[src/design/pfbc_pkg.sv]
// Package for the PLL0 feedback and loop configuration register bank.
// Assumes a byte-wide register port with 8-bit addresses on the system clock.
package pfbc_pkg;

	// Byte addresses of the bank.
	localparam logic [7:0] ADDR_RATIO0_HI   = 8'h17;
	localparam logic [7:0] ADDR_RATIO0_MID  = 8'h18;
	localparam logic [7:0] ADDR_RATIO0_LO   = 8'h19;
	localparam logic [7:0] ADDR_RATIO1_HI   = 8'h1a;
	localparam logic [7:0] ADDR_RATIO1_MID  = 8'h1b;
	localparam logic [7:0] ADDR_RATIO1_LO   = 8'h1c;
	localparam logic [7:0] ADDR_BANDWIDTH   = 8'h23;
	localparam logic [7:0] ADDR_DAMP_GAIN   = 8'h24;
	localparam logic [7:0] ADDR_SLEW_HOLD   = 8'h2f;
	localparam logic [7:0] ADDR_LOCK_WIN    = 8'h30;
	localparam logic [7:0] ADDR_MOD_INT_HI  = 8'h31;
	localparam logic [7:0] ADDR_MOD_INT_LO  = 8'h32;
	localparam logic [7:0] ADDR_MOD_FRAC_HI = 8'h33;
	localparam logic [7:0] ADDR_MOD_FRAC_MD = 8'h34;
	localparam logic [7:0] ADDR_MOD_FRAC_LO = 8'h35;
	localparam logic [7:0] ADDR_MOD_ORDER   = 8'h3a;

	// Reset values.
	localparam logic [23:0] RST_RATIO       = 24'h070000;
	localparam logic [3:0]  RST_BANDWIDTH   = 4'h7;
	localparam logic [2:0]  RST_DAMPING     = 3'h3;
	localparam logic [1:0]  RST_FILT_GAIN   = 2'h1;
	localparam logic [1:0]  RST_SLEW        = 2'h0;
	localparam logic [1:0]  RST_HOLD_MODE   = 2'h0;
	localparam logic        RST_HOLD_AVG    = 1'h0;
	localparam logic        RST_QUICK       = 1'h0;
	localparam logic [7:0]  RST_LOCK_WIN    = 8'h3f;
	localparam logic [8:0]  RST_MOD_INT     = 9'h02d;
	localparam logic [20:0] RST_MOD_FRAC    = 21'h000000;
	localparam logic [1:0]  RST_MOD_ORDER   = 2'h3;
	localparam logic [1:0]  RST_OSC_GAIN    = 2'h1;
	localparam logic [2:0]  RST_DITHER      = 3'h0;

	// Field positions within their bytes.
	localparam int POS_LCK_BW   = 4;
	localparam int POS_ACQ_BW   = 0;
	localparam int POS_LCK_DAMP = 5;
	localparam int POS_ACQ_DAMP = 2;
	localparam int POS_GAIN     = 0;
	localparam int POS_SLEW     = 6;
	localparam int POS_HOLD     = 3;
	localparam int POS_HOLD_AVG = 1;
	localparam int POS_QUICK    = 0;
	localparam int POS_ORDER    = 6;
	localparam int POS_OSC_GAIN = 4;
	localparam int POS_DITHER   = 0;

	// Legal code ranges and encodings.
	localparam logic [3:0] BW_CODE_MIN   = 4'h3;
	localparam logic [3:0] BW_CODE_MAX   = 4'hb;
	localparam logic [2:0] DAMP_CODE_MIN = 3'h1;
	localparam logic [2:0] DAMP_CODE_MAX = 3'h5;
	localparam logic [1:0] SLEW_RESERVED = 2'h3;

	// Lock window step in picoseconds, 2.5 ns per count.
	localparam int LOCK_STEP_PS = 2500;

endpackage : pfbc_pkg

[src/design/pfbc_loop_select.sv]
// Chooses the bandwidth and damping codes that the loop filter uses now.
// Assumes phase_locked is synchronous to clk.
`timescale 1ns/1ps
module pfbc_loop_select (
	input  wire logic       clk,
	input  wire logic       rst,
	input  wire logic       quick_acquire_enable,
	input  wire logic       phase_locked,
	input  wire logic [3:0] locked_bandwidth_code,
	input  wire logic [3:0] acquire_bandwidth_code,
	input  wire logic [2:0] locked_damping_code,
	input  wire logic [2:0] acquire_damping_code,
	output logic      [3:0] active_bandwidth_reg,
	output logic      [2:0] active_damping_reg,
	output logic            acquiring_reg
);

	// Acquisition codes only apply in quick mode before lock.
	wire use_acquire = quick_acquire_enable & ~phase_locked;

	// Registered so the filter sees glitch-free codes.
	always_ff @(posedge clk or posedge rst) begin
		if (rst) begin
			active_bandwidth_reg <= pfbc_pkg::RST_BANDWIDTH;
			active_damping_reg   <= pfbc_pkg::RST_DAMPING;
			acquiring_reg        <= 1'b0;
		end else begin
			active_bandwidth_reg <= use_acquire ? acquire_bandwidth_code : locked_bandwidth_code;
			active_damping_reg   <= use_acquire ? acquire_damping_code : locked_damping_code;
			acquiring_reg        <= use_acquire;
		end
	end
endmodule : pfbc_loop_select

[src/design/pfbc_bank.sv]
// Register bank for PLL0 feedback ratios, loop filter and modulator settings.
// Assumes a byte-wide synchronous register port driven by the serial interface logic.
`timescale 1ns/1ps

module pfbc_bank (
	input  wire logic        clk,
	input  wire logic        rst,
	input  wire logic        reg_wr,
	input  wire logic        reg_rd,
	input  wire logic [7:0]  reg_addr,
	input  wire logic [7:0]  reg_wdata,
	input  wire logic        phase_locked,
	output logic      [7:0]  reg_rdata,
	output logic      [23:0] feedback_ratio_ref_zero,
	output logic      [23:0] feedback_ratio_ref_one,
	output logic      [3:0]  active_bandwidth,
	output logic      [2:0]  active_damping,
	output logic             acquiring,
	output logic      [1:0]  loop_filter_gain_code,
	output logic      [1:0]  phase_slope_limit,
	output logic      [1:0]  holdover_average_mode,
	output logic             holdover_average_enable,
	output logic      [7:0]  lock_window_size,
	output logic      [8:0]  modulator_integer,
	output logic      [20:0] modulator_fraction,
	output logic      [1:0]  modulator_order,
	output logic      [1:0]  oscillator_error_gain,
	output logic      [2:0]  dither_gain,
	output logic             code_fault
);

	////////////////////////////////////////////////////////////////////////////
	// Stored fields.

	logic [3:0] locked_bandwidth_code;  // Bandwidth once locked.
	logic [3:0] acquire_bandwidth_code; // Bandwidth while acquiring.
	logic [2:0] locked_damping_code;    // Damping once locked.
	logic [2:0] acquire_damping_code;   // Damping while acquiring.
	logic       quick_acquire_enable;   // Selects quick acquisition.

	// Write strobes, one per address.
	wire wr_r0h = reg_wr && reg_addr == pfbc_pkg::ADDR_RATIO0_HI;
	wire wr_r0m = reg_wr && reg_addr == pfbc_pkg::ADDR_RATIO0_MID;
	wire wr_r0l = reg_wr && reg_addr == pfbc_pkg::ADDR_RATIO0_LO;
	wire wr_r1h = reg_wr && reg_addr == pfbc_pkg::ADDR_RATIO1_HI;
	wire wr_r1m = reg_wr && reg_addr == pfbc_pkg::ADDR_RATIO1_MID;
	wire wr_r1l = reg_wr && reg_addr == pfbc_pkg::ADDR_RATIO1_LO;
	wire wr_bw  = reg_wr && reg_addr == pfbc_pkg::ADDR_BANDWIDTH;
	wire wr_dg  = reg_wr && reg_addr == pfbc_pkg::ADDR_DAMP_GAIN;
	wire wr_sh  = reg_wr && reg_addr == pfbc_pkg::ADDR_SLEW_HOLD;
	wire wr_lw  = reg_wr && reg_addr == pfbc_pkg::ADDR_LOCK_WIN;
	wire wr_ih  = reg_wr && reg_addr == pfbc_pkg::ADDR_MOD_INT_HI;
	wire wr_il  = reg_wr && reg_addr == pfbc_pkg::ADDR_MOD_INT_LO;
	wire wr_fh  = reg_wr && reg_addr == pfbc_pkg::ADDR_MOD_FRAC_HI;
	wire wr_fm  = reg_wr && reg_addr == pfbc_pkg::ADDR_MOD_FRAC_MD;
	wire wr_fl  = reg_wr && reg_addr == pfbc_pkg::ADDR_MOD_FRAC_LO;
	wire wr_or  = reg_wr && reg_addr == pfbc_pkg::ADDR_MOD_ORDER;

	////////////////////////////////////////////////////////////////////////////
	// Feedback ratios; each byte lands on its own write, no staging.

	always_ff @(posedge clk or posedge rst) begin
		if (rst) begin
			feedback_ratio_ref_zero <= pfbc_pkg::RST_RATIO;
			feedback_ratio_ref_one  <= pfbc_pkg::RST_RATIO;
		end else begin
			if (wr_r0h) feedback_ratio_ref_zero[23:16] <= reg_wdata;
			if (wr_r0m) feedback_ratio_ref_zero[15:8]  <= reg_wdata;
			if (wr_r0l) feedback_ratio_ref_zero[7:0]   <= reg_wdata;
			if (wr_r1h) feedback_ratio_ref_one[23:16]  <= reg_wdata;
			if (wr_r1m) feedback_ratio_ref_one[15:8]   <= reg_wdata;
			if (wr_r1l) feedback_ratio_ref_one[7:0]    <= reg_wdata;
		end
	end

	////////////////////////////////////////////////////////////////////////////
	// Loop codes. Reserved codes are stored as written; the filter must not be
	// trusted with them, so code_fault flags them instead of silently fixing.

	always_ff @(posedge clk or posedge rst) begin
		if (rst) begin
			locked_bandwidth_code   <= pfbc_pkg::RST_BANDWIDTH;
			acquire_bandwidth_code  <= pfbc_pkg::RST_BANDWIDTH;
			locked_damping_code     <= pfbc_pkg::RST_DAMPING;
			acquire_damping_code    <= pfbc_pkg::RST_DAMPING;
			loop_filter_gain_code   <= pfbc_pkg::RST_FILT_GAIN;
		end else begin
			if (wr_bw) begin
				locked_bandwidth_code  <= reg_wdata[pfbc_pkg::POS_LCK_BW +: 4];
				acquire_bandwidth_code <= reg_wdata[pfbc_pkg::POS_ACQ_BW +: 4];
			end
			if (wr_dg) begin
				locked_damping_code   <= reg_wdata[pfbc_pkg::POS_LCK_DAMP +: 3];
				acquire_damping_code  <= reg_wdata[pfbc_pkg::POS_ACQ_DAMP +: 3];
				loop_filter_gain_code <= reg_wdata[pfbc_pkg::POS_GAIN +: 2];
			end
		end
	end

	////////////////////////////////////////////////////////////////////////////
	// Slew, holdover, lock window. Reserved bits are dropped on write.

	always_ff @(posedge clk or posedge rst) begin
		if (rst) begin
			phase_slope_limit       <= pfbc_pkg::RST_SLEW;
			holdover_average_mode   <= pfbc_pkg::RST_HOLD_MODE;
			holdover_average_enable <= pfbc_pkg::RST_HOLD_AVG;
			quick_acquire_enable    <= pfbc_pkg::RST_QUICK;
			lock_window_size        <= pfbc_pkg::RST_LOCK_WIN;
		end else begin
			if (wr_sh) begin
				phase_slope_limit       <= reg_wdata[pfbc_pkg::POS_SLEW +: 2];
				holdover_average_mode   <= reg_wdata[pfbc_pkg::POS_HOLD +: 2];
				holdover_average_enable <= reg_wdata[pfbc_pkg::POS_HOLD_AVG];
				quick_acquire_enable    <= reg_wdata[pfbc_pkg::POS_QUICK];
			end
			if (wr_lw) lock_window_size <= reg_wdata;
		end
	end

	////////////////////////////////////////////////////////////////////////////
	// Modulator and oscillator settings.

	always_ff @(posedge clk or posedge rst) begin
		if (rst) begin
			modulator_integer     <= pfbc_pkg::RST_MOD_INT;
			modulator_fraction    <= pfbc_pkg::RST_MOD_FRAC;
			modulator_order       <= pfbc_pkg::RST_MOD_ORDER;
			oscillator_error_gain <= pfbc_pkg::RST_OSC_GAIN;
			dither_gain           <= pfbc_pkg::RST_DITHER;
		end else begin
			if (wr_ih) modulator_integer[8]         <= reg_wdata[0];
			if (wr_il) modulator_integer[7:0]       <= reg_wdata;
			if (wr_fh) modulator_fraction[20:16]    <= reg_wdata[4:0];
			if (wr_fm) modulator_fraction[15:8]     <= reg_wdata;
			if (wr_fl) modulator_fraction[7:0]      <= reg_wdata;
			if (wr_or) begin
				modulator_order       <= reg_wdata[pfbc_pkg::POS_ORDER +: 2];
				oscillator_error_gain <= reg_wdata[pfbc_pkg::POS_OSC_GAIN +: 2];
				dither_gain           <= reg_wdata[pfbc_pkg::POS_DITHER +: 3];
			end
		end
	end

	////////////////////////////////////////////////////////////////////////////
	// Read path. Reserved positions read zero, software must not rely on them.

	logic [7:0] rd_mux; // Combinational read value.
	always_comb begin
		rd_mux = 8'h00;
		unique case (reg_addr)
			pfbc_pkg::ADDR_RATIO0_HI:   rd_mux = feedback_ratio_ref_zero[23:16];
			pfbc_pkg::ADDR_RATIO0_MID:  rd_mux = feedback_ratio_ref_zero[15:8];
			pfbc_pkg::ADDR_RATIO0_LO:   rd_mux = feedback_ratio_ref_zero[7:0];
			pfbc_pkg::ADDR_RATIO1_HI:   rd_mux = feedback_ratio_ref_one[23:16];
			pfbc_pkg::ADDR_RATIO1_MID:  rd_mux = feedback_ratio_ref_one[15:8];
			pfbc_pkg::ADDR_RATIO1_LO:   rd_mux = feedback_ratio_ref_one[7:0];
			pfbc_pkg::ADDR_BANDWIDTH:   rd_mux = {locked_bandwidth_code, acquire_bandwidth_code};
			pfbc_pkg::ADDR_DAMP_GAIN:   rd_mux = {locked_damping_code, acquire_damping_code,
				loop_filter_gain_code};
			pfbc_pkg::ADDR_SLEW_HOLD:   rd_mux = {phase_slope_limit, 1'b0, holdover_average_mode,
				1'b0, holdover_average_enable, quick_acquire_enable};
			pfbc_pkg::ADDR_LOCK_WIN:    rd_mux = lock_window_size;
			pfbc_pkg::ADDR_MOD_INT_HI:  rd_mux = {7'h00, modulator_integer[8]};
			pfbc_pkg::ADDR_MOD_INT_LO:  rd_mux = modulator_integer[7:0];
			pfbc_pkg::ADDR_MOD_FRAC_HI: rd_mux = {3'h0, modulator_fraction[20:16]};
			pfbc_pkg::ADDR_MOD_FRAC_MD: rd_mux = modulator_fraction[15:8];
			pfbc_pkg::ADDR_MOD_FRAC_LO: rd_mux = modulator_fraction[7:0];
			pfbc_pkg::ADDR_MOD_ORDER:   rd_mux = {modulator_order, oscillator_error_gain, 1'b0,
				dither_gain};
			default:                    rd_mux = 8'h00;
		endcase
	end

	// Read data is held between reads so the serial shifter can sample it late.
	always_ff @(posedge clk or posedge rst) begin
		if (rst) reg_rdata <= 8'h00;
		else if (reg_rd) reg_rdata <= rd_mux;
	end

	////////////////////////////////////////////////////////////////////////////
	// Reserved-code detection for the bandwidth and damping codes, slew and a zero lock window.

	wire bad_bw   = locked_bandwidth_code < pfbc_pkg::BW_CODE_MIN
		|| locked_bandwidth_code > pfbc_pkg::BW_CODE_MAX
		|| acquire_bandwidth_code < pfbc_pkg::BW_CODE_MIN
		|| acquire_bandwidth_code > pfbc_pkg::BW_CODE_MAX;
	wire bad_damp = locked_damping_code < pfbc_pkg::DAMP_CODE_MIN
		|| locked_damping_code > pfbc_pkg::DAMP_CODE_MAX
		|| acquire_damping_code < pfbc_pkg::DAMP_CODE_MIN
		|| acquire_damping_code > pfbc_pkg::DAMP_CODE_MAX;
	wire bad_misc = phase_slope_limit == pfbc_pkg::SLEW_RESERVED
		|| lock_window_size == 8'h00;

	// Registered fault flag, a plain level, not sticky.
	always_ff @(posedge clk or posedge rst) begin
		if (rst) code_fault <= 1'b0;
		else code_fault <= bad_bw | bad_damp | bad_misc;
	end

	////////////////////////////////////////////////////////////////////////////
	// Active code selection.

	pfbc_loop_select u_select (
		.clk                    (clk),
		.rst                    (rst),
		.quick_acquire_enable   (quick_acquire_enable),
		.phase_locked           (phase_locked),
		.locked_bandwidth_code  (locked_bandwidth_code),
		.acquire_bandwidth_code (acquire_bandwidth_code),
		.locked_damping_code    (locked_damping_code),
		.acquire_damping_code   (acquire_damping_code),
		.active_bandwidth_reg   (active_bandwidth),
		.active_damping_reg     (active_damping),
		.acquiring_reg          (acquiring)
	);
endmodule : pfbc_bank

[config.mk]
export PLATFORM = sky130hd
export DESIGN_NAME = pfbc_bank
export DESIGN_NICKNAME = d
export VERILOG_FILES = /design/src/design/pfbc_pkg.sv /design/src/design/pfbc_loop_select.sv /design/src/design/pfbc_bank.sv
export SDC_FILE = /design/constraint.sdc
export NUM_CORES = 1
export LEC_CHECK = 0
export ABC_AREA = 1
export ABC_CLOCK_PERIOD_IN_PS = 3950
export BUFFER_PORTS_ARGS = -buffer_cell sky130_fd_sc_hd__clkbuf_2
export CORE_UTILIZATION = 35
export DETAILED_ROUTE_END_ITERATION = 12
export GPL_ROUTABILITY_DRIVEN = 0
export PLACE_DENSITY = 0.56
export REMOVE_ABC_BUFFERS = 1
export SLEW_MARGIN = 20
export SYNTH_ARGS = -nofsm -noshare
export SYNTH_HDL_FRONTEND = slang
export SYNTH_SLANG_ARGS = --single-unit
[constraint.sdc]
create_clock -name clk -period 3.95 [get_ports clk]
set_input_delay 0.1975 -clock clk [delete_from_list [all_inputs] [get_ports clk]]
set_output_delay 0.1975 -clock clk [all_outputs]
set_load 0.005 [all_outputs]
=== Word level (Yosys, flattened, before mapping) ===
Cells that the tools add are included.

* Word-level logic and storage cells: 85
* Input bits: 21
* Output and inout port bits: 117
* Register bits after elaboration: 132

* Equality and inequality tests: 17
* Bitwise operators: 4
* Magnitude comparators: 8
* Multiplexer cells: 3
* Reduce and logical (&&, ||, !) cells: 24

{| class="wikitable"
|+ Operator list
! kind !! number
|-
| 8-bit case mux with 16 select lines || 1
|-
| 8-bit by 6-bit equality test with 1-bit output (second input constant) || 10
|-
| 8-bit by 5-bit equality test with 1-bit output (second input constant) || 6
|-
| 1-bit logical AND || 16
|-
| 4-bit > comparator (second input constant) || 2
|-
| 8-bit logical NOT || 1
|-
| 4-bit by 2-bit < comparator with 1-bit output (second input constant) || 2
|-
| 1-bit logical OR || 7
|-
| 3-bit > comparator (second input constant) || 2
|-
| 3-bit by 1-bit < comparator with 1-bit output (second input constant) || 2
|-
| 4-bit 2-to-1 mux || 1
|-
| 3-bit 2-to-1 mux || 1
|-
| 2-bit equality test (second input constant) || 1
|-
| 1-bit OR || 2
|-
| 1-bit AND || 1
|-
| 1-bit inverter || 1
|}

=== Depth between registers and ports, before layout ===
* Word-level depth: 6
* Gate-level depth with buffers: 11
* Depth with buffers taken out: 10

=== Modules after synthesis ===
A second synthesis with hierarchy kept.

* Cells, all modules: 759
* Area, all modules: 6,498.7 um2

{| class="wikitable"
|+ Modules (own cells, without submodules)
! module !! area each (um2) !! seq. area each (um2) !! times used !! cells each
|-
| pfbc_bank || 6,152.2 || 3,140.5 || 1 || 725
|-
| pfbc_loop_select || 346.6 || 206.4 || 1 || 34
|}

=== Least setup slack after synthesis ===
OpenSTA, ideal clock, no wires.

* Path kind: input to register
* Start: input reg_wr
* End: register dither_gain[2]
* Cell stages on the path: 6
* Slack: 2,628 ps
* Path buffers: 2
* Data required time: 3,831 ps
* Setup time: 119 ps
* Data arrival time: 1,203 ps
* Cells stage by stage: buf_4 > inv_2 > nor4_4 > buf_2 > nand2_1 > o21a_1

* Word-level cells in the longest chain between the ends: 1

{| class="wikitable"
|+ Ends and longest elaborated chain
! what !! line !! RTL
|-
| start, declared || pfbc_bank.sv:8 || <nowiki>input wire logic reg_wr,</nowiki>
|-
| 1-bit logical AND || pfbc_bank.sv:57 || <nowiki>wire wr_or = reg_wr && reg_addr == pfbc_pkg::ADDR_MOD_ORDER;</nowiki>
|-
| end signal, assigned || pfbc_bank.sv:130 || <nowiki>dither_gain <= pfbc_pkg::RST_DITHER;</nowiki>
|-
| end signal, assigned || pfbc_bank.sv:140 || <nowiki>dither_gain <= reg_wdata[pfbc_pkg::POS_DITHER +: 3];</nowiki>
|-
| end, declared || pfbc_bank.sv:28 || <nowiki>output logic [2:0] dither_gain,</nowiki>
|}

Every way passes these cells.
A chain may end at the register's enable or synchronous reset.

=== Worst setup path after layout ===
* Start: input reg_addr[6]
* End: register feedback_ratio_ref_zero[20]

* Word-level cells in the longest chain between the ends: 2

{| class="wikitable"
|+ Ends and longest elaborated chain
! what !! line !! RTL
|-
| start, declared || pfbc_bank.sv:10 || <nowiki>input wire logic [7:0] reg_addr,</nowiki>
|-
| 8-bit by 5-bit equality test with 1-bit output || pfbc_bank.sv:42 || <nowiki>wire wr_r0h = reg_wr && reg_addr == pfbc_pkg::ADDR_RATIO0_HI;</nowiki>
|-
| 1-bit logical AND || pfbc_bank.sv:42 ||
|-
| end signal, assigned || pfbc_bank.sv:64 || <nowiki>feedback_ratio_ref_zero <= pfbc_pkg::RST_RATIO;</nowiki>
|-
| end signal, assigned || pfbc_bank.sv:67 || <nowiki>if (wr_r0h) feedback_ratio_ref_zero[23:16] <= reg_wdata;</nowiki>
|-
| end, declared || pfbc_bank.sv:14 || <nowiki>output logic [23:0] feedback_ratio_ref_zero,</nowiki>
|}

Every way passes these cells.

==> results <==
- The number of top-level design ports is 138.
- The critical register-to-register path endpoint is u_select.active_bandwidth_reg[3].
- The mean number of vias per cell is 5.035.
- Fill cells in the final layout number ~1.7k.
- The starting utilization of the core area is 0.3613.
- The worst hold slack across all endpoints is -0.03968 ns.
- The cell area after synthesis is 0.006315 sq mm.
- The overall routed net length is 20650 um.
- CTS placed an instance of sky130_fd_sc_hd__clkbuf_16 at the clock tree root.
- The die boundary width is approximately 140 um.
- The arrival time of the worst setup path is 2.26 ns.
- Summed over all cells, the static leakage comes to 3.798 nW.
- The cell seen most often among critical-path stages is sky130_fd_sc_hd__nand2_1.
- The worst-margin pin slew is 0.9777 ns.
- The biggest cell delay along the critical path is around 0.74 ns.
- Across the whole layout, storage elements account for 0.003347 sq mm.
- The post-synthesis cell type count is 25.
- The completed layout was analyzed and its total power is 3.608 mW.
- The first-pass GRT wire length is 31640 um.
- The predominant post-synthesis flop cell is sky130_fd_sc_hd__dfrtp_1.
- Summed over all nets, the half-perimeter wirelength after detailed placement is 14750 um.
- The worst register-to-register path begins at quick_acquire_enable.
- At the later pin of the worst-skew pair, clock insertion delay measures ~0.43 ns.
- The core utilization of the finished layout is 0.4487.
- Of the post-synthesis cell area, the dominant cell type holds 0.3844.
- Counting flops and latches in the post-synthesis netlist gives roughly 130.
- In this run the post-CTS setup repair buffer count came out at 0.
- The number of antenna violations at the first check in global routing is 0.
- The critical path's slowest cell is sky130_fd_sc_hd__nor2_4.
- CTS built an H-tree with a depth of 4.
- Yosys attributes the largest share of cell area to sky130_fd_sc_hd__dfrtp_1 38%, sky130_fd_sc_hd__dfstp_2 15%, sky130_fd_sc_hd__nand2_1 13%.
- The total number of placement rows is 48.
- The Yosys step of the flow raised 0 warnings.
- The proportion of synthesized area in mux cells is 0.
- The number of cells on the worst reg-to-reg path is 5.
- Before antenna repair, the detailed router went through 5 iterations.
- Counting every instance in the synthesized netlist gives 750.
- The maximum number of pins on one net before global-route repair is 76.
- In this run the deepest clock path goes through 2 buffers.
- The achievable frequency is 0.5160 GHz.
- The via count of the first global-routing pass came to roughly 5k.
- The final sum of negative setup slack is 0 ns.
- In the routed design, unresolved DRC markers number 0.
- The cts-stage hold buffer count is 2.
- The power density over the cells is 460.1 mW/mm^2.
- The number of nets in the layout is 900.
- Setup repair after global routing left no endpoint under its margin.
- The dominant combinational cell family by area after synthesis is simple AND/OR/NAND/NOR gates.
- The area share of xor/xnor cells in the synthesized design is 0.
- Broken down by cell family, the worst path's largest delay share belongs to simple AND/OR/NAND/NOR gates.
- The largest fanout on the critical path is 45.
- Clock-pin slew was measured on the worst setup and hold paths at 0.06 ns.
- The count of flip-flops with a built-in enable after synthesis is 0.
- The routed wire length per instance is ~18 um.
- The synthesized area per cell is 8.420 sq um.
- The flow ran to the end, but the final reports show violations.
- The critical path contains buffers and inverters numbering 2 combined.
- The compound-cell area share of the yosys netlist came to 0.1314.
- Once the clock tree was built, the resizer swapped 0 gates to a different size.
- The smallest clock period supported by the final layout is computed as 1.938 ns.
- The fraction of the mapped netlist area in simple logic gates is 0.2851.
- Counting the buffers created by CTS gives 17.
- The share of cells above drive strength 1 is 0.2691.
- Across the run, the number of max-cap violations was 0.
- The initial DRC count is 444.
- STA classifies the critical path startpoint as an input port.
- TritonCTS built the clock tree.
- Clock tree synthesis found a total of 132 sinks.
- The count of input and output buffers is 137.
- Headroom to the max-slew limit came out at 0.3482.
- By startpoint and endpoint, the worst setup path is classified as in2reg.
- The global route total overflow is 0.
- The number of failing hold endpoints at the final stage is 14.
- The number of max-slew violations in the final report is 0.
- The worst-case setup slack after placement is between 1.5 and 2 ns.
- The worst clock skew is about 0.009 ns.
- The repair_antennas step left the layout with diodes totalling 0.
- The core area is between 0.015 and 0.02 sq mm.
- The area share of fa/ha/maj cells after synthesis is 0.
- The number of logic stages on the critical path including buffering is 8.
- The min-delay analysis places its worst path in the category in2async.
- The area enclosed by the die boundary is around 0.019 sq mm.
- In the global route stage, overall resource usage came out at 0.2356.
- The worst supply voltage drop on vdd is 0.3423 mV.
- The largest total area in the synthesized netlist belongs to sky130_fd_sc_hd__dfrtp_1.
- Traced cell by cell, the critical path runs through clkbuf_2 -> inv_1 -> nand2_1 -> nor2_4 -> nand2_1 -> nor2_2 -> nand2_1 -> o21a_1.
- The total via count in the routed design is 5624.
- Summing all multi-input logic gate instances after layout gives between 0.002 and 0.003 sq mm.
- The die is 136.3 um tall.
- The setup check on the worst reg-to-reg path leaves a slack of 2.53 ns.
- The final reports fail on hold timing.
- Setup slack closes at 2.012 ns.
- The post-synthesis async set-or-reset flop share is 1.000.
- The worst setup path is captured at a flop.
- The remaining number of nets flagged by the antenna check after routing is 0.
- The sequential element share of the synthesized area is 0.5300.
- The final critical-path share of the clock period is 0.4906.
- STA puts the critical path data required time at 4.27 ns.
- The layout overhead on the synthesized area is 24.17%.
- The largest registers in the layout are feedback_ratio_ref_one: 24 flops, feedback_ratio_ref_zero: 24 flops, modulator_fraction: 21 flops.
- Setup violations remaining at the end of the flow were counted as 0.
-- worst max-delay path by stage --
stage / start / endpoint
3_3_place_gp: reg_addr[6] / feedback_ratio_ref_zero[23]
2_1_floorplan: rst / acquire_bandwidth_code[3]
6_report: reg_addr[6] / feedback_ratio_ref_zero[20]
5_1_grt: reg_addr[6] / feedback_ratio_ref_zero[20]
4_1_cts: reg_addr[6] / feedback_ratio_ref_zero[20]
3_5_place_dp: reg_addr[6] / feedback_ratio_ref_zero[20]
-- through the flow --
step                std cells  area [sq um]
floorplan                 717          6142
global placement         1083          7154
detailed placement       1083          7154
CTS                      1117          7833
global route             1117          7841
finish                   1117          7841
-- cells in the mapped netlist (3+ instances only) --
master	instances
sky130_fd_sc_hd__dfrtp_1	97
sky130_fd_sc_hd__buf_2	15
sky130_fd_sc_hd__o21ai_0	81
sky130_fd_sc_hd__nand3_1	112
sky130_fd_sc_hd__nand3_2	4
sky130_fd_sc_hd__nand2_2	4
sky130_fd_sc_hd__o21a_1	43
sky130_fd_sc_hd__a21oi_1	3
sky130_fd_sc_hd__inv_2	4
sky130_fd_sc_hd__buf_4	8
sky130_fd_sc_hd__inv_1	38
sky130_fd_sc_hd__clkbuf_1	10
sky130_fd_sc_hd__nor2_4	10
sky130_fd_sc_hd__o21ai_1	14
sky130_fd_sc_hd__nand2_1	214
sky130_fd_sc_hd__nor2_2	7
sky130_fd_sc_hd__dfstp_2	35
sky130_fd_sc_hd__nor2_1	42
-- layer usage --
metal | up-vias | track usage | wire [um]
met2 | 173 | 0.3528 | 9541
met5 | - | 0 | 0
met3 | 19 | 0.04139 | 1075
met4 | 0 | 0.07160 | 272
met1 | 2684 | 0.3436 | 9758
li1 | 2748 | - | -
-- report_power, final --
group	total [mW]	internal, mW	switching, mW	leakage (nW)
Combinational	0.301	0.115	0.187	1.86
Sequential	1.54	1.46	0.0825	1.62
Clock	1.77	1.15	0.613	0.317
-- logic make-up after synthesis --
kind of cell           count (synthesis)
AO/OA/AOI/OAI                        143
flip-flops                           132
buffers and inverters                 77
AND/OR/NAND/NOR                      398
-- cells in the final DEF (no fill, tap or decap), types with 3 or more instances in the layout --
master,n
sky130_fd_sc_hd__inv_2,4
sky130_fd_sc_hd__buf_4,3
sky130_fd_sc_hd__nand3_1,112
sky130_fd_sc_hd__nor2_1,42
sky130_fd_sc_hd__dfrtp_1,97
sky130_fd_sc_hd__clkbuf_2,137
sky130_fd_sc_hd__nor2_4,10
sky130_fd_sc_hd__bufinv_16,5
sky130_fd_sc_hd__dfstp_2,35
sky130_fd_sc_hd__o21a_1,43
sky130_fd_sc_hd__clkbuf_16,17
sky130_fd_sc_hd__nand3_2,4
sky130_fd_sc_hd__inv_1,37
sky130_fd_sc_hd__a21oi_1,3
sky130_fd_sc_hd__o21ai_1,14
sky130_fd_sc_hd__o21ai_0,81
sky130_fd_sc_hd__nand2_2,4
sky130_fd_sc_hd__nor2_2,7
sky130_fd_sc_hd__nand2_1,214
-- final cells by class --
class,count,share of cell area
multi-input cells,541,0.3365
repair buffers,143,0.09542
clock buffers,20,0.05824
inverters,44,0.02138
well taps,225,0.03590
flip-flops and latches,132,0.4268
clock inverters,12,0.02569
-- worst register-to-register path, cell delays in order, from the launching register on --
cell and delay [ns]:
sky130_fd_sc_hd__dfrtp_1 0.37, sky130_fd_sc_hd__inv_1 0.06, sky130_fd_sc_hd__nor2_1 0.48, sky130_fd_sc_hd__inv_1 0.17
sky130_fd_sc_hd__nand2_1 0.10, sky130_fd_sc_hd__o21ai_0 0.10
Note: power is estimated with default switching activity, not from simulation.
